### src/clock_enable_map.vh
`ifndef CLOCK_ENABLE_MAP_VH
`define CLOCK_ENABLE_MAP_VH

// byte indices in the serial configuration sequence
`define IDX_MEM_LOW          3'h3
`define IDX_MEM_GFX_HIGH     3'h4
`define IDX_PERIPHERAL       3'h5
`define IDX_FUTURE_RSVD      3'h6
`define IDX_WIDTH            3

// power-up defaults of the enable bytes
`define RST_MEM_LOW          8'hff
`define RST_MEM_GFX_HIGH     8'hff
`define RST_PERIPHERAL       8'hff
`define RST_FUTURE_RSVD      8'hff

// field positions, high enable byte
`define POS_GFX_FREE         7
`define POS_MEM_11           3
`define POS_MEM_10           2
`define POS_MEM_9            1
`define POS_MEM_8            0

// field positions, peripheral byte
`define POS_GFX_0            4
`define POS_MODE             2
`define POS_GFX_1            1
`define POS_REF              0

// strap level that selects desktop mode
`define DESKTOP_STRAP        1'b1

`endif

### src/clock_output_enable_regs.v
`timescale 1ns/10ps
`default_nettype none
`include "clock_enable_map.vh"

module clock_output_enable_regs
(
    input  wire       clock_in,
    input  wire       reset_n_in,
    input  wire       seq_start_in,
    input  wire       seq_byte_valid_in,
    input  wire [7:0] seq_byte_in,
    input  wire [2:0] read_index_in,
    input  wire       mode_strap_in,
    input  wire       mem_src_clk_in,
    input  wire       graphics_src_clk_in,
    input  wire       ref_src_clk_in,
    output reg  [7:0] read_data_out,
    output wire       mem_clk_out_0,
    output wire       mem_clk_out_1,
    output wire       mem_clk_out_2,
    output wire       mem_clk_out_3,
    output wire       mem_clk_out_4,
    output wire       mem_clk_out_5,
    output wire       mem_clk_out_6,
    output wire       mem_clk_out_7,
    output wire       mem_clk_out_8,
    output wire       mem_clk_out_9,
    output wire       mem_clk_out_10,
    output wire       mem_clk_out_11,
    output wire       graphics_clk_free,
    output wire       graphics_clk_out_0,
    output wire       graphics_clk_out_1,
    output wire       crystal_ref_out
);

    reg  [7:0]            memory_clock_enable_low_reg;           // third byte
    reg  [7:0]            memory_graphics_clock_enable_high_reg; // fourth byte
    reg  [7:0]            peripheral_clock_enable_reg;           // fifth byte, bit 2 unused here
    reg  [7:0]            future_reserved_byte_reg;              // sixth byte, storage only
    reg  [`IDX_WIDTH-1:0] byte_index_reg;                        // position in the sequence
    reg                   index_valid_reg;                       // low once index passes the end
    reg                   mode_reg;                              // strap caught after reset release
    reg                   mode_taken_reg;                        // strap already caught
    reg  [7:0]            read_data_next;                        // read mux result
    wire                  desktop;                               // desktop mode selected
    wire [15:0]           enables;                               // per-output enable
    wire [15:0]           sources;                               // per-output source clock
    wire [15:0]           gated;                                 // per-output gated clock

    // limitation: right after reset every gate still holds the all-ones enable, so
    // outputs 10 and 11 can show one pulse in narrow mode before the decode settles;
    // the first live enable only reaches a gate during a low phase of its source,
    // which is the price of never cutting a pulse short

    // strap is caught by a clocked process after release, never in the reset branch
    always @(posedge clock_in or negedge reset_n_in)
    begin
        if (!reset_n_in)
        begin
            mode_reg       <= 1'b0;
            mode_taken_reg <= 1'b0;
        end
        else if (!mode_taken_reg)
        begin
            // first edge after release: the strap level is taken once and then frozen
            mode_reg       <= mode_strap_in;
            mode_taken_reg <= 1'b1;
        end
    end

    // a strap moved while running is ignored until the next reset
    assign desktop = (mode_reg == `DESKTOP_STRAP);

    // sequence writes: start resets the index, each byte lands at its index
    always @(posedge clock_in or negedge reset_n_in)
    begin
        if (!reset_n_in)
        begin
            // every enable byte powers up at all ones, so all outputs run except 10 and 11 in narrow mode
            byte_index_reg                        <= 3'h0;
            index_valid_reg                       <= 1'b1;
            memory_clock_enable_low_reg           <= `RST_MEM_LOW;
            memory_graphics_clock_enable_high_reg <= `RST_MEM_GFX_HIGH;
            peripheral_clock_enable_reg           <= `RST_PERIPHERAL;
            future_reserved_byte_reg              <= `RST_FUTURE_RSVD;
        end
        else if (seq_start_in)
        begin
            // new command sequence: the next byte is index 0
            byte_index_reg  <= 3'h0;
            index_valid_reg <= 1'b1;
        end
        else if (seq_byte_valid_in && index_valid_reg)
        begin
            // bytes 0..2 belong to other register groups and are skipped here
            // reserved bits are kept as written so the host reads back what it sent
            case (byte_index_reg)
                `IDX_MEM_LOW:      memory_clock_enable_low_reg           <= seq_byte_in;
                `IDX_MEM_GFX_HIGH: memory_graphics_clock_enable_high_reg <= seq_byte_in;
                `IDX_PERIPHERAL:   peripheral_clock_enable_reg           <= seq_byte_in;
                `IDX_FUTURE_RSVD:  future_reserved_byte_reg              <= seq_byte_in;
                default:           ;
            endcase
            // extra bytes past the last index are dropped rather than wrapping
            if (byte_index_reg == `IDX_FUTURE_RSVD)
                index_valid_reg <= 1'b0;
            // the count stops at 7 once valid is low; it is only used while valid is high
            byte_index_reg <= byte_index_reg + 3'h1;
        end
    end

    // read mux; mode bit reports the latched strap, not stored data
    always @*
    begin
        read_data_next = 8'h00;
        case (read_index_in)
            `IDX_MEM_LOW:      read_data_next = memory_clock_enable_low_reg;
            `IDX_MEM_GFX_HIGH: read_data_next = memory_graphics_clock_enable_high_reg;
            `IDX_PERIPHERAL:
            begin
                // a host write to the mode bit is stored but never shown
                read_data_next            = peripheral_clock_enable_reg;
                read_data_next[`POS_MODE] = mode_reg;
            end
            `IDX_FUTURE_RSVD:  read_data_next = future_reserved_byte_reg;
            // indices 0..2 belong to other groups and 7 is unused: they read as zero
            default:           read_data_next = 8'h00;
        endcase
    end

    // registered read data, one cycle after the index
    always @(posedge clock_in or negedge reset_n_in)
    begin
        if (!reset_n_in)
        begin
            // nothing stored is reported while in reset
            read_data_out <= 8'h00;
        end
        else
        begin
            // the host sees the byte one cycle after it sets the index
            read_data_out <= read_data_next;
        end
    end

    // enable map; outputs 11 and 10 exist only in desktop mode
    assign enables[0]    = memory_clock_enable_low_reg[0];
    assign enables[1]    = memory_clock_enable_low_reg[1];
    assign enables[2]    = memory_clock_enable_low_reg[2];
    assign enables[3]    = memory_clock_enable_low_reg[3];
    assign enables[4]    = memory_clock_enable_low_reg[4];
    assign enables[5]    = memory_clock_enable_low_reg[5];
    assign enables[6]    = memory_clock_enable_low_reg[6];
    assign enables[7]    = memory_clock_enable_low_reg[7];
    // fourth byte: memory 11..8 and the free-running graphics clock
    assign enables[8]    = memory_graphics_clock_enable_high_reg[`POS_MEM_8];
    assign enables[9]    = memory_graphics_clock_enable_high_reg[`POS_MEM_9];
    assign enables[10]   = memory_graphics_clock_enable_high_reg[`POS_MEM_10] & desktop;
    assign enables[11]   = memory_graphics_clock_enable_high_reg[`POS_MEM_11] & desktop;
    assign enables[12]   = memory_graphics_clock_enable_high_reg[`POS_GFX_FREE];
    // fifth byte: graphics pair and reference; mode and reserved bits gate nothing
    // the sixth byte gates nothing at all
    assign enables[13]   = peripheral_clock_enable_reg[`POS_GFX_0];
    assign enables[14]   = peripheral_clock_enable_reg[`POS_GFX_1];
    assign enables[15]   = peripheral_clock_enable_reg[`POS_REF];

    // source selection per output
    // memory outputs share one source, so they stay in phase with each other
    assign sources[11:0]  = {12{mem_src_clk_in}};
    // the free-running and the two gated graphics outputs share a source
    assign sources[14:12] = {3{graphics_src_clk_in}};
    // the reference output runs from the crystal source
    assign sources[15]    = ref_src_clk_in;

    // one gate per output, each registered
    // registering costs a cycle of latency but keeps every output on a flop,
    // so no combinational glitch can reach a pin
    genvar gi;
    generate
        for (gi = 0; gi < 16; gi = gi + 1)
        begin : gate_bank
            clock_gate_cell u_gate
            (
                .clock_in      (clock_in),
                .reset_n_in    (reset_n_in),
                .src_clk_in    (sources[gi]),
                .enable_in     (enables[gi]),
                .gated_clk_out (gated[gi])
            );
        end
    endgenerate

    // memory outputs 7..0, driven by the third byte
    assign mem_clk_out_0      = gated[0];
    assign mem_clk_out_1      = gated[1];
    assign mem_clk_out_2      = gated[2];
    assign mem_clk_out_3      = gated[3];
    assign mem_clk_out_4      = gated[4];
    assign mem_clk_out_5      = gated[5];
    assign mem_clk_out_6      = gated[6];
    assign mem_clk_out_7      = gated[7];

    // memory outputs 11..8; the upper pair runs in desktop mode only
    assign mem_clk_out_8      = gated[8];
    assign mem_clk_out_9      = gated[9];
    assign mem_clk_out_10     = gated[10];
    assign mem_clk_out_11     = gated[11];

    // graphics outputs
    assign graphics_clk_free  = gated[12];
    assign graphics_clk_out_0 = gated[13];
    assign graphics_clk_out_1 = gated[14];
    // reference output
    assign crystal_ref_out    = gated[15];

endmodule

`default_nettype wire

### src/clock_gate_cell.v
`timescale 1ns/10ps
`default_nettype none

// one glitch-free output gate: the enable is only sampled while the source is low
module clock_gate_cell
(
    input  wire clock_in,
    input  wire reset_n_in,
    input  wire src_clk_in,
    input  wire enable_in,
    output reg  gated_clk_out
);

    reg  enable_live_reg;  // enable as currently applied to the output
    wire enable_eff;       // enable seen this cycle

    // a change arriving mid-high waits for the low phase, so no runt pulse
    assign enable_eff = src_clk_in ? enable_live_reg : enable_in;

    // output registered; held low when disabled
    always @(posedge clock_in or negedge reset_n_in)
    begin
        if (!reset_n_in)
        begin
            enable_live_reg <= 1'b1;
            gated_clk_out   <= 1'b0;
        end
        else
        begin
            enable_live_reg <= enable_eff;
            gated_clk_out   <= src_clk_in & enable_eff;
        end
    end

endmodule

`default_nettype wire

### config.mk
export PLATFORM = sky130hd
export DESIGN_NAME = clock_output_enable_regs
export DESIGN_NICKNAME = d
export VERILOG_FILES = /design/src/clock_output_enable_regs.v /design/src/clock_gate_cell.v
export VERILOG_INCLUDE_DIRS = /design/src
export SDC_FILE = /design/constraint.sdc
export NUM_CORES = 1
export LEC_CHECK = 0
export BUFFER_PORTS_ARGS = -buffer_cell sky130_fd_sc_hd__buf_2
export CAP_MARGIN = 40
export CORE_MARGIN = 5
export CORE_UTILIZATION = 40
export CTS_BUF_LIST = sky130_fd_sc_hd__clkbuf_8
export CTS_CLUSTER_SIZE = 14
export DETAILED_ROUTE_END_ITERATION = 8
export SLEW_MARGIN = 10
export SYNTH_ARGS = -nofsm -noshare
export SYNTH_HDL_FRONTEND = slang
export SYNTH_HIERARCHICAL = 1
export SYNTH_SLANG_ARGS = --single-unit
### constraint.sdc
create_clock -name clock_in -period 1.7 [get_ports clock_in]
set_input_delay 0.17 -clock clock_in [delete_from_list [all_inputs] [get_ports clock_in]]
set_output_delay 0.17 -clock clock_in [all_outputs]
set_load 0.02 [all_outputs]
After elaboration in Yosys (flattened, before gate mapping) --
Index checks and enable logic that the tools add are counted.
Storage, ports and cells: flip-flop bits (word level) 78, word-level logic and storage cells 99
Operators by class: equality and inequality tests 8, multiplexer cells 22, reductions and logical operators 8, bitwise logic cells 19, add/subtract/negate cells 1
Operators by type and width (count):
- $pmux 8 s4 | 1
- $mux 1 | 19
- $and 1x1->1 | 18
- $eq 3x3->1 const B | 6
- $reduce_and 3->1 | 4
- $eq 3x2->1 const B | 2
- $mux 3 | 2
- $reduce_bool 2->1 | 2
- $add 3x1->3 const B | 1
- $reduce_and 2->1 | 1
- $logic_and 1x1->1 | 1
- $not 1->1 | 1

Logic depth before layout (Yosys ltp) --
Gate-level depths: netlist (run 1).
depth in word-level cells 4, gate-level depth with buffers 5, gate-level depth less buffers 4

By module --
The synthesis (run 1) kept the hierarchy.
Modules (own cells, without submodules):
- clock_output_enable_regs | cells an instance 134, area an instance 1980.6 µm², times used 1, sequential area each 1166.1 µm²
- clock_gate_cell | cells an instance 4, area an instance 73.8 µm², times used 16, sequential area each 51.3 µm²

Worst setup path before layout (run 1) --
OpenSTA, ideal clock, no wires.
path type register to register, from register index_valid_reg, to register future_reserved_byte_reg[7], slack 0.291 ns, setup time 0.082 ns, required time 1.618 ns, data arrival time 1.327 ns, period minus slack after synthesis 1.409 ns, stages on the path, launching flop included 5, cells stage by stage dfstp_2 > buf_2 > and4b_4 > nand2_4 > mux2_4
Between the ends: cells in the longest elaborated chain, start to end 2
Ends and longest elaborated chain:
- start, declared | line clock_output_enable_regs.v:41 | reg index_valid_reg;
- start signal, assigned | line clock_output_enable_regs.v:81 | index_valid_reg <= 1'b1;
- start signal, assigned | line clock_output_enable_regs.v:91 | index_valid_reg <= 1'b1;
- start signal, assigned | line clock_output_enable_regs.v:106 | index_valid_reg <= 1'b0;
- $logic_and 1x1->1 | line clock_output_enable_regs.v:93 | else if (seq_byte_valid_in && index_valid_reg)
- $reduce_and 3->1 (no source line)
- end signal, assigned | line clock_output_enable_regs.v:85 | future_reserved_byte_reg <= `RST_FUTURE_RSVD;
- end signal, assigned | line clock_output_enable_regs.v:101 | `IDX_FUTURE_RSVD: future_reserved_byte_reg <= seq_byte_in;
- end, declared | line clock_output_enable_regs.v:39 | reg [7:0] future_reserved_byte_reg;
No other way between the ends. A chain may end at the register's enable or synchronous reset.

Worst setup path in the final report (run 1) --
from register byte_index_reg[1], to register memory_clock_enable_low_reg[3]
Between the ends: cells in the longest elaborated chain, start to end 2
Ends and longest elaborated chain:
- start, declared | line clock_output_enable_regs.v:40 | reg [`IDX_WIDTH-1:0] byte_index_reg;
- start signal, assigned | line clock_output_enable_regs.v:108 | byte_index_reg <= byte_index_reg + 3'h1;
- $eq 3x2->1 | line clock_output_enable_regs.v:97 | case (byte_index_reg)
- $reduce_and 3->1 (no source line)
- end signal, assigned | line clock_output_enable_regs.v:82 | memory_clock_enable_low_reg <= `RST_MEM_LOW;
- end signal, assigned | line clock_output_enable_regs.v:98 | `IDX_MEM_LOW: memory_clock_enable_low_reg <= seq_byte_in;
- end, declared | line clock_output_enable_regs.v:36 | reg [7:0] memory_clock_enable_low_reg;
No other way between the ends.

==> results of run 1 <==
[power by group through the flow]
stage	Sequential [mW]	Clock, mW	Combinational, mW
3_3_place_gp	2.54	0	0.757
5_1_grt	2.57	1.51	0.833
3_5_place_dp	2.55	0	0.771
4_1_cts	2.52	1.44	0.775
6_report	2.52	1.39	0.759
2_1_floorplan	2.59	0	0.457
[how the worst min path moves through the flow]
| stage | slack [ns] | end |
|---|---|---|
| final | 0.05 | byte_index_reg[0] |
| after global routing | 0.06 | desktop |
| after CTS | 0.04 | byte_index_reg[0] |
| after detailed placement | 0.24 | gate_bank[15].u_gate/gated_clk_out |
| after global placement | 0.24 | gate_bank[15].u_gate/gated_clk_out |
| after floorplan | -0.13 | byte_index_reg[0] |
[routing by layer]
| metal | share of wire [%] | track usage, % | up-vias | wire (um) |
|---|---|---|---|---|
| met5 | 0 | 0 | - | 0 |
| met4 | 2.2 | 6.62 | 0 | 125 |
| met3 | 3.7 | 3.11 | 11 | 208 |
| met2 | 48 | 19.3 | 35 | 2660 |
| met1 | 46 | 17.1 | 865 | 2590 |
| li1 | - | - | 809 | - |
[layout make-up]
type	instances	area, sq um	area share (%)
repair buffers	47	263	7.03
inverters	3	11.3	0.301
clock inverters	3	37.5	1.00
multi-input cells	114	1140	30.6
well taps	102	128	3.42
clock buffers	12	165	4.42
flip-flops and latches	77	1990	53.2
[logic make-up (layout without fill, tap and decap cells)]
family,count (synthesis),count (layout)
other cells,1,1
xor+xnor,1,1
flops,77,77
buf+inv,7,65
simple gates,31,31
fa+ha+maj,5,5
compound gates,20,20
mux,56,56
[placed cells by master (no fill, tap or decap), drive strengths merged]
cell type and count:
a21oi 2, a22o 1, a311oi 1, a32oi 7, and2 18, and3b 1
and4b 1, buf 46, bufinv 1, clkbuf 12, conb 1, dfrtp 29
dfstp 48, dlygate4sd3 1, ha 5, inv 5, mux2 48, mux2i 8
nand2 6, nand2b 1, nand3 1, nand4b 1, nor2 1, nor2b 1
o21a 1, o21ai 7, o22ai 1, xnor2 1
[critical path, cell delays in order (launching register included)]
cell and delay [ns]:
sky130_fd_sc_hd__dfrtp_1 0.41, sky130_fd_sc_hd__ha_1 0.19, sky130_fd_sc_hd__ha_1 0.18, sky130_fd_sc_hd__nand4b_2 0.24
sky130_fd_sc_hd__mux2_2 0.37
[metrics by stage]
| step | hold slack, ns | area [sq um] | worst slack [ns] | utilization (%) | power (mW) |
|---|---|---|---|---|---|
| 2_1_floorplan | -0.126 | 3160 | 0.291 | - | 3.05 |
| 3_3_place_gp | 0.237 | 3520 | 0.254 | 45.6 | 3.30 |
| 3_5_place_dp | 0.239 | 3520 | 0.223 | 45.6 | 3.32 |
| 4_1_cts | 0.0364 | 3740 | 0.214 | 48.3 | 4.73 |
| 5_1_grt | 0.0552 | 3740 | 0.140 | 48.3 | 4.92 |
| 6_report | 0.0521 | 3740 | 0.233 | 48.3 | 4.66 |
[timing repair]
item / CTS / global route
hold endpoints to repair: 29 / 0
setup buffers: 0 / 0
hold buffers: 1 / 0
==> parameters.txt, run 1 <==
Parameter                              Value

Outcome
  Result of the run ... complete, no violations

Global routing
  GRT Util Overall ... 12.8%
  Gr ovfl total ... 0
  Vias in the first global route ... 1821
  Maximum number of pins on one net before global-route repair ... 78
  Antenna violations before repair ... 0
  First-pass GRT wire length ... 9670 um

Hold path
  Number of cells on the worst hold path ... 2
  HP Class ... input pin to flop
  Startpoint of the most critical hold path ... seq_start_in

Synthesis
  Share of the synthesized area in the top cell type ... 39.9%
  Sequential cell area fraction in the yosys report ... 62.8%
  Post-Synthesis Cell Area ... 3160 sq um
  Flip-flop and latch count after synthesis ... 77
  Top-count cell post-synth ... sky130_fd_sc_hd__dfstp_2
  Library cells used by synthesis ... 29
  Synthesized area per cell ... 16.0 sq um
  Top area cells in the synthesized netlist ... sky130_fd_sc_hd__dfstp_2 40%, sky130_fd_sc_hd__dfrtp_1 23%, sky130_fd_sc_hd__mux2_2 10%
  Synthesized-area fraction occupied by xor and xnor cells ... 0.277%
  Share of synthesized cell area in and, or, nand and nor gates ... 7.48%
  Number of flops mapped to enable cells by yosys ... 0
  Post-synthesis mux area share ... 22.0%
  Post-synth top area cell ... sky130_fd_sc_hd__dfstp_2
  Yosys warning total ... 6
  Compound-Gate Fraction of Synth Area ... 4.35%
  Synth Area in Adders ... 1.98%
  FFs w/ async S/R, synth ... 100%
  Most instantiated cells after synthesis ... 48 x sky130_fd_sc_hd__dfstp_2, 29 x sky130_fd_sc_hd__dfrtp_1, 28 x sky130_fd_sc_hd__mux2_2, 20 x sky130_fd_sc_hd__mux2_4, 16 x sky130_fd_sc_hd__and2_2
  Combinational family with the most area after synthesis ... multiplexers
  Cell count after synthesis ... 198
  Dominant register cell in the synthesized netlist ... sky130_fd_sc_hd__dfstp_2
  Nets in the synthesized netlist ... 222

Pwr
  Peak supply drop ... 600 uV
  Sw power ... 1.11 mW
  Portion of total power attributed to sequential cells ... 54.0%
  Switching power share of the total ... 23.8%
  Internal cell power ... 3.55 mW
  Relative contribution of combinational cells to total power ... 16.3%
  Leakage ... 1.80 nW
  Share of power burned in the clock network ... 29.8%
  Power density normalized to cell area ... 1250 nW/um^2

Route
  Post-route DRC ... 0
  Vias per Instance ... 4.80
  First-pass DRT Iterations ... 4
  Number of nets with antenna violations after routing ... 0
  Wire per inst ... 15.6 um
  Routed Wire Length ... 5580 um
  Violation count after the first detailed-routing iteration ... 56
  Routed via count ... 1720

Finish
  Final antenna diode count ... 0
  Filler cell count ... 683
  Number of standard cells in the final layout excluding fillers ... 358
  Post-synthesis to final-layout area growth ... 18.2%
  Layout cell share with drive strength beyond 1 ... 68.8%
  Final layout net count ... 276

Setup path
  Data required time of the critical path ... 1.97 ns
  Register-to-register setup slack ... 0.23 ns
  Critical Path Sink Type ... flop
  Worst setup SP type ... flop
  Arrival @ worst endpoint ... 1.74 ns
  Reg2reg start ... byte_index_reg[1]
  Worst setup path category ... flop to flop
  Endpoint of the most critical setup path ... memory_clock_enable_low_reg[3]
  Destination of the worst register-to-register timing path ... memory_clock_enable_low_reg[3]
  Peak fanout along the critical path ... 8
  Number of cells traversed by the worst register-to-register path ... 4
  Worst Setup SP ... byte_index_reg[1]

Timing
  Final critical-path share of the clock period ... 86.3%
  Count of endpoints failing hold in the final timing report ... 0
  Clock tree skew after final layout ... 0.00831 ns
  Worst-case headroom to the max-slew limit ... 62.0%
  Final sum of negative setup slack ... 0 ns
  Setup violations, final ... 0
  Pin slew with the least headroom to its limit ... 0.570 ns
  Minimum period implied by the final worst setup slack ... 1.47 ns
  Max-slew violations ... 0
  Setup repair after global routing missed its margin ... no
  Achievable frequency ... 682 MHz

Clock tree
  Number of buffers on the longest clock path ... 2
  Insertion delay to the later sink of the worst-skew pair ... 0.34 ns
  CTS tree ... yes
  Clock-pin slew on the worst setup and hold paths ... 0.07 ns
  CTS buffer count ... 9
  Clock sink count ... 77
  Buffer cell driving the clock tree root ... sky130_fd_sc_hd__clkbuf_8
  Post-cts resize count ... 0
  H-tree level count ... 3

Placed design
  Global placement routability congestion ... 0.715
  HPWL Detailed ... 3660 um
  IO buf count ... 42
  Cells after DPL ... 342

Floorplan
  Die boundary width ... 98.9 um
  Number of standard-cell rows in the floorplan ... 32
  Die Height ... 98.9 um
  Top-Level Pins ... 43
  Starting utilization of the core area ... 40.9%
  Die ar. ... 9780 sq um
  Core Footprint ... 7730 sq um

Run
  Max-capacitance violation count ... 0
Note: power is estimated with default switching activity, not from simulation.
==> inputs of run 2 (changes only) <==
--- a/config.mk
+++ b/config.mk
@@ -13,6 +13,7 @@
 export CTS_BUF_LIST = sky130_fd_sc_hd__clkbuf_8
 export CTS_CLUSTER_SIZE = 14
 export DETAILED_ROUTE_END_ITERATION = 8
+export PLACE_DENSITY_LB_ADDON = 0.12
 export SLEW_MARGIN = 10
 export SYNTH_ARGS = -nofsm -noshare
 export SYNTH_HDL_FRONTEND = slang
==> run 2 against run 1 <==
Effect of this change:
- total power shrank 1.3%
- final cell count grew 0.28%
- via count shrank 0.52%
- register-to-register slack is essentially flat
- sequential cell count is the same
- first-iteration DRC count shrank 27%
- largest cell class unchanged
==> parameters.txt, run 2 (synthesis gave the netlist of run 1 again) <==
Parameter                              Value

Timing
  Worst-case headroom to the max-slew limit ... 63.6%
  Final sum of negative setup slack ... 0 ns
  Setup repair after global routing missed its margin ... no
  Pin slew with the least headroom to its limit ... 0.546 ns
  Setup violations, final ... 0
  Achievable frequency ... 683 MHz
  Clock tree skew after final layout ... 0.00513 ns
  Final critical-path share of the clock period ... 86.1%
  Max-slew violations ... 0
  Minimum period implied by the final worst setup slack ... 1.46 ns
  Count of endpoints failing hold in the final timing report ... 0

Global routing
  GRT Util Overall ... 12.9%
  Vias in the first global route ... 1828
  Gr ovfl total ... 0
  First-pass GRT wire length ... 9670 um
  Antenna violations before repair ... 0
  Maximum number of pins on one net before global-route repair ... 42

Route
  Post-route DRC ... 0
  Violation count after the first detailed-routing iteration ... 41
  Vias per Instance ... 4.77
  Routed Wire Length ... 5680 um
  Routed via count ... 1711
  First-pass DRT Iterations ... 4
  Wire per inst ... 15.8 um
  Number of nets with antenna violations after routing ... 0

Setup path
  Critical Path Sink Type ... flop
  Worst setup path category ... flop to flop
  Largest stage delay on the critical path ... 0.40 ns
  Worst Setup SP ... byte_index_reg[0]
  Crit path cell chain ... ha_1 > ha_1 > nand4b_2 > mux2_2
  Data required time of the critical path ... 1.97 ns
  Most frequent cell on the critical path ... sky130_fd_sc_hd__ha_1
  Worst setup SP type ... flop
  Slowest CP cell ... sky130_fd_sc_hd__dfrtp_1
  Peak fanout along the critical path ... 8
  Number of cells traversed by the worst register-to-register path ... 4
  Reg2reg start ... byte_index_reg[0]
  Arrival @ worst endpoint ... 1.73 ns

Hold path
  Number of cells on the worst hold path ... 2
  Startpoint of the most critical hold path ... seq_start_in
  HP Class ... input pin to flop

Floorplan
  Die boundary width ... 98.9 um
  Starting utilization of the core area ... 40.9%
  Die Height ... 98.9 um
  Top-Level Pins ... 43
  Die ar. ... 9780 sq um
  Number of standard-cell rows in the floorplan ... 32
  Core Footprint ... 7730 sq um

Clock tree
  Insertion delay to the later sink of the worst-skew pair ... 0.34 ns
  CTS buffer count ... 9
  Number of buffers on the longest clock path ... 2
  Clock-pin slew on the worst setup and hold paths ... 0.07 ns
  CTS tree ... yes
  H-tree level count ... 3
  Clock sink count ... 77
  Buffer cell driving the clock tree root ... sky130_fd_sc_hd__clkbuf_8

Finish
  Most used cells in the layout excluding fill and tap cells ... 48 x sky130_fd_sc_hd__dfstp_2, 41 x sky130_fd_sc_hd__buf_2, 29 x sky130_fd_sc_hd__dfrtp_1
  Filler cell count ... 696
  Final layout net count ... 276
  Layout cell share with drive strength beyond 1 ... 69.6%
  Post-synthesis to final-layout area growth ... 18.4%
  Final antenna diode count ... 0
  Most common cell after layout, fill and taps aside ... sky130_fd_sc_hd__dfstp_2

Run
  Max-capacitance violation count ... 0

Placed design
  HPWL Detailed ... 3880 um
  Global placement routability congestion ... 0.722
  IO buf count ... 42

Pwr
  Leakage ... 1.80 nW
  Total power after layout ... 4.60 mW
  Power density normalized to cell area ... 1230 nW/um^2
  Peak supply drop ... 387 uV

Outcome
  Result of the run ... complete, no violations
run 2: critical path: cells and delay by family (launching register included):
family | cells | cell delay, ns
AND/OR/NAND/NOR | 1 | 0.23
flip-flops | 1 | 0.40
multiplexers | 1 | 0.37
adder cells (fa/ha/maj) | 2 | 0.39
run 2: where the power goes:
| group | leakage, nW | internal, mW | total [mW] | switching (mW) |
|---|---|---|---|---|
| Combinational | 0.807 | 0.430 | 0.765 | 0.335 |
| Clock | 0.101 | 0.685 | 1.33 | 0.641 |
| Sequential | 0.889 | 2.35 | 2.51 | 0.166 |
| Total | 1.80 | 3.46 | 4.60 | 1.14 |
run 2: stage by stage:
stage | cells | cell area, sq um | hold WS (ns) | setup slack (ns) | util [%]
6_report | 359 | 3740 | 0.0397 | 0.237 | 48.5
5_1_grt | 359 | 3740 | 0.0271 | 0.171 | 48.5
4_1_cts | 359 | 3740 | 0.0244 | 0.215 | 48.5
3_5_place_dp | 342 | 3540 | 0.194 | 0.223 | 45.8
3_3_place_gp | 342 | 3540 | 0.195 | 0.249 | 45.8
2_1_floorplan | 198 | 3160 | -0.126 | 0.291 | -
run 2: cell type report:
| class | count | area, sq um | share of cell area (%) |
|---|---|---|---|
| tap | 102 | 128 | 3.41 |
| inverter | 3 | 11.3 | 0.301 |
| sequential | 77 | 1990 | 53.1 |
| multi-input combinational | 114 | 1140 | 30.6 |
| clock inverter | 3 | 17.5 | 0.468 |
| clock buffer | 13 | 179 | 4.78 |
| timing repair buffer | 47 | 278 | 7.42 |
run 2: what timing repair did:
action	CTS	global route
setup endpoints to repair	0	0
hold endpoints to repair	15	0
hold buffers	1	0
buffers inserted	0	0
resized for setup	0	0
run 2: final timing paths:
path | to | slack [ns]
max | memory_clock_enable_low_reg[3] | 0.24
min | byte_index_reg[1] | 0.04
max reg2reg | memory_clock_enable_low_reg[3] | 0.24
min reg2reg | desktop | 0.50
max in group asynchronous | memory_graphics_clock_enable_high_reg[5] | 0.78
min in group asynchronous | gate_bank[14].u_gate/gated_clk_out | 0.36
run 2: per-layer routing:
metal  routed length, um  up-vias  GRT usage (%)
li1                    -      817              -
met1                2730      849           17.3
met2                2620       33           19.5
met3                 220       12           3.26
met4                 118        0           5.99
met5                   0        -              0
==> inputs of run 3 (changes only) <==
==> constraint.sdc (replaced) <==
create_clock -name clock_in -period 1.7 [get_ports clock_in]
set_input_delay 0.34 -clock clock_in [delete_from_list [all_inputs] [get_ports clock_in]]
set_output_delay 0.34 -clock clock_in [all_outputs]
set_load 0.02 [all_outputs]
==> run 3 against run 2 <==
Effect of this change:
- clock power rose by 15%
- count of clock-buffer cells in the layout is 3 lower
- core utilization rose by 0.39 points
- final cell count rose by 0.56%
- sequential power about the same
- register-to-register slack about the same
- via count is 1.3% higher
- critical path depth is the same
- combinational power is essentially flat
- sequential share of layout area shrank 0.42 points
- first-iteration DRC count fell by 17%
- critical endpoint is now memory_clock_enable_low_reg[2]
- largest cell class unchanged
==> parameters.txt, run 3 (synthesis gave the netlist of run 1 again) <==
Parameter                              Value

Timing
  Achievable frequency ... 682 MHz
  Clock tree skew after final layout ... 0.00867 ns
  Final sum of negative setup slack ... 0 ns
  Max-slew violations ... 0
  Minimum period implied by the final worst setup slack ... 1.47 ns
  Setup violations, final ... 0
  Count of endpoints failing hold in the final timing report ... 0
  Final critical-path share of the clock period ... 86.3%
  Setup repair after global routing missed its margin ... no

Finish
  Final layout net count ... 278
  Most common cell after layout, fill and taps aside ... sky130_fd_sc_hd__dfstp_2
  Final antenna diode count ... 0
  Most used cells in the layout excluding fill and tap cells ... 48 x sky130_fd_sc_hd__dfstp_2, 41 x sky130_fd_sc_hd__buf_2, 29 x sky130_fd_sc_hd__dfrtp_1
  Sequential cell area ... 1990 sq um
  Area used by multi-input combinational logic ... 1140 sq um
  Filler cell count ... 689
  Layout cell share with drive strength beyond 1 ... 69.9%
  Post-synthesis to final-layout area growth ... 19.4%

Setup path
  Arrival @ worst endpoint ... 1.74 ns
  Reg2reg start ... byte_index_reg[0]
  Destination of the worst register-to-register timing path ... memory_clock_enable_low_reg[2]
  Peak fanout along the critical path ... 8
  Most frequent cell on the critical path ... sky130_fd_sc_hd__ha_1
  Critical Path Sink Type ... flop
  Worst setup path category ... flop to flop
  Register-to-register setup slack ... 0.23 ns
  Slowest CP cell ... sky130_fd_sc_hd__dfrtp_1
  Worst setup SP type ... flop
  Crit path cell chain ... ha_1 > ha_1 > nand4b_2 > mux2_2
  Data required time of the critical path ... 1.97 ns
  Largest stage delay on the critical path ... 0.41 ns
  Number of cells traversed by the worst register-to-register path ... 4

Pwr
  Share of power burned in the clock network ... 31.8%
  Internal cell power ... 3.64 mW
  Portion of total power attributed to sequential cells ... 52.3%
  Sw power ... 1.17 mW
  Total power after layout ... 4.81 mW
  Switching power share of the total ... 24.4%
  Peak supply drop ... 385 uV
  Power density normalized to cell area ... 1280 nW/um^2
  Leakage ... 1.81 nW
  Relative contribution of combinational cells to total power ... 15.9%

Hold path
  HP Class ... input pin to flop
  End of the worst hold path ... byte_index_reg[0]
  Number of cells on the worst hold path ... 2
  Startpoint of the most critical hold path ... seq_start_in

Clock tree
  Number of buffers on the longest clock path ... 2
  Buffer cell driving the clock tree root ... sky130_fd_sc_hd__clkbuf_8
  CTS tree ... yes
  Clock-pin slew on the worst setup and hold paths ... 0.08 ns
  Clock sink count ... 77
  Insertion delay to the later sink of the worst-skew pair ... 0.34 ns
  H-tree level count ... 3
  CTS buffer count ... 9

Route
  Violation count after the first detailed-routing iteration ... 34
  First-pass DRT Iterations ... 4
  Routed via count ... 1734
  Wire per inst ... 15.9 um
  Number of nets with antenna violations after routing ... 0
  Vias per Instance ... 4.80
  Post-route DRC ... 0
  Routed Wire Length ... 5720 um

Placed design
  Global placement routability congestion ... 0.704
  IO buf count ... 42
  HPWL Detailed ... 3940 um

Floorplan
  Die Height ... 98.9 um
  Starting utilization of the core area ... 40.9%
  Core Footprint ... 7730 sq um
  Die ar. ... 9780 sq um
  Number of standard-cell rows in the floorplan ... 32
  Top-Level Pins ... 43
  Die boundary width ... 98.9 um

Global routing
  Antenna violations before repair ... 0
  First-pass GRT wire length ... 9760 um
  Gr ovfl total ... 0
  Vias in the first global route ... 1869
  Maximum number of pins on one net before global-route repair ... 36
  GRT Util Overall ... 12.8%

Outcome
  Result of the run ... complete, no violations

Run
  Max-capacitance violation count ... 0
## run 3: cell count changes in the layout (fill, tap and decap cells not counted)
cell,change
sky130_fd_sc_hd__bufinv_16,+2
sky130_fd_sc_hd__clkbuf_8,-3
sky130_fd_sc_hd__buf_4,+3
sky130_fd_sc_hd__buf_12,-1
sky130_fd_sc_hd__clkinv_4,+1
## run 3: timing repair
| action | CTS | global route |
|---|---|---|
| setup endpoints to repair | 0 | 0 |
| hold endpoints to repair | 13 | 0 |
| gates resized for setup | 0 | 0 |
| setup buffers | 0 | 0 |
| hold buffers | 1 | 0 |
## run 3: layout make-up
type                       count  area share [%]
clock inverter                 6            2.29
multi-input combinational    114            30.3
sequential                    77            52.6
inverter                       3           0.298
tap                          102            3.38
clock buffer                  10            3.65
timing repair buffer          49            7.42
## run 3: worst max-delay path by stage
stage / start / end / slack (ns) / depth (start not counted)
4_1_cts: byte_index_reg[0] / memory_clock_enable_low_reg[2] / 0.22 / 4
3_3_place_gp: byte_index_reg[0] / memory_clock_enable_low_reg[3] / 0.25 / 4
5_1_grt: byte_index_reg[0] / memory_clock_enable_low_reg[4] / 0.16 / 4
6_report: byte_index_reg[0] / memory_clock_enable_low_reg[2] / 0.23 / 4
2_1_floorplan: index_valid_reg / future_reserved_byte_reg[7] / 0.29 / 4
3_5_place_dp: byte_index_reg[1] / memory_clock_enable_low_reg[2] / 0.23 / 4
## run 3: worst max-delay path: cells and delay by family, from the launching register on
kind / cells / cell delay (ns)
muxes: 1 / 0.37
and+or+nand+nor: 1 / 0.23
adders and majority gates: 2 / 0.40
DFF: 1 / 0.41
## run 3: layer usage
metal | up-vias | wire length [um] | global-route usage [%]
li1 | 813 | - | -
met1 | 877 | 2680 | 17.6
met2 | 33 | 2710 | 19.4
met3 | 11 | 208 | 2.62
met4 | 0 | 123 | 5.99
met5 | - | 0 | 0
## run 3: power groups by stage
| stage | Sequential, mW | Combinational, mW | Clock (mW) |
|---|---|---|---|
| 6_report | 2.52 | 0.765 | 1.53 |
| 5_1_grt | 2.57 | 0.840 | 1.66 |
| 4_1_cts | 2.52 | 0.780 | 1.57 |
| 3_5_place_dp | 2.55 | 0.778 | 0 |
| 3_3_place_gp | 2.54 | 0.762 | 0 |
| 2_1_floorplan | 2.59 | 0.457 | 0 |
## run 3: per-stage QoR
stage | cells | setup slack [ns] | instance area, sq um | hold slack, ns | utilization (%)
4_1_cts | 361 | 0.222 | 3770 | 0.198 | 48.9
6_report | 361 | 0.233 | 3770 | 0.208 | 48.9
5_1_grt | 361 | 0.165 | 3770 | 0.212 | 48.9
3_3_place_gp | 344 | 0.251 | 3540 | 0.274 | 45.8
2_1_floorplan | 198 | 0.291 | 3160 | 0.0444 | -
3_5_place_dp | 344 | 0.233 | 3540 | 0.272 | 45.8
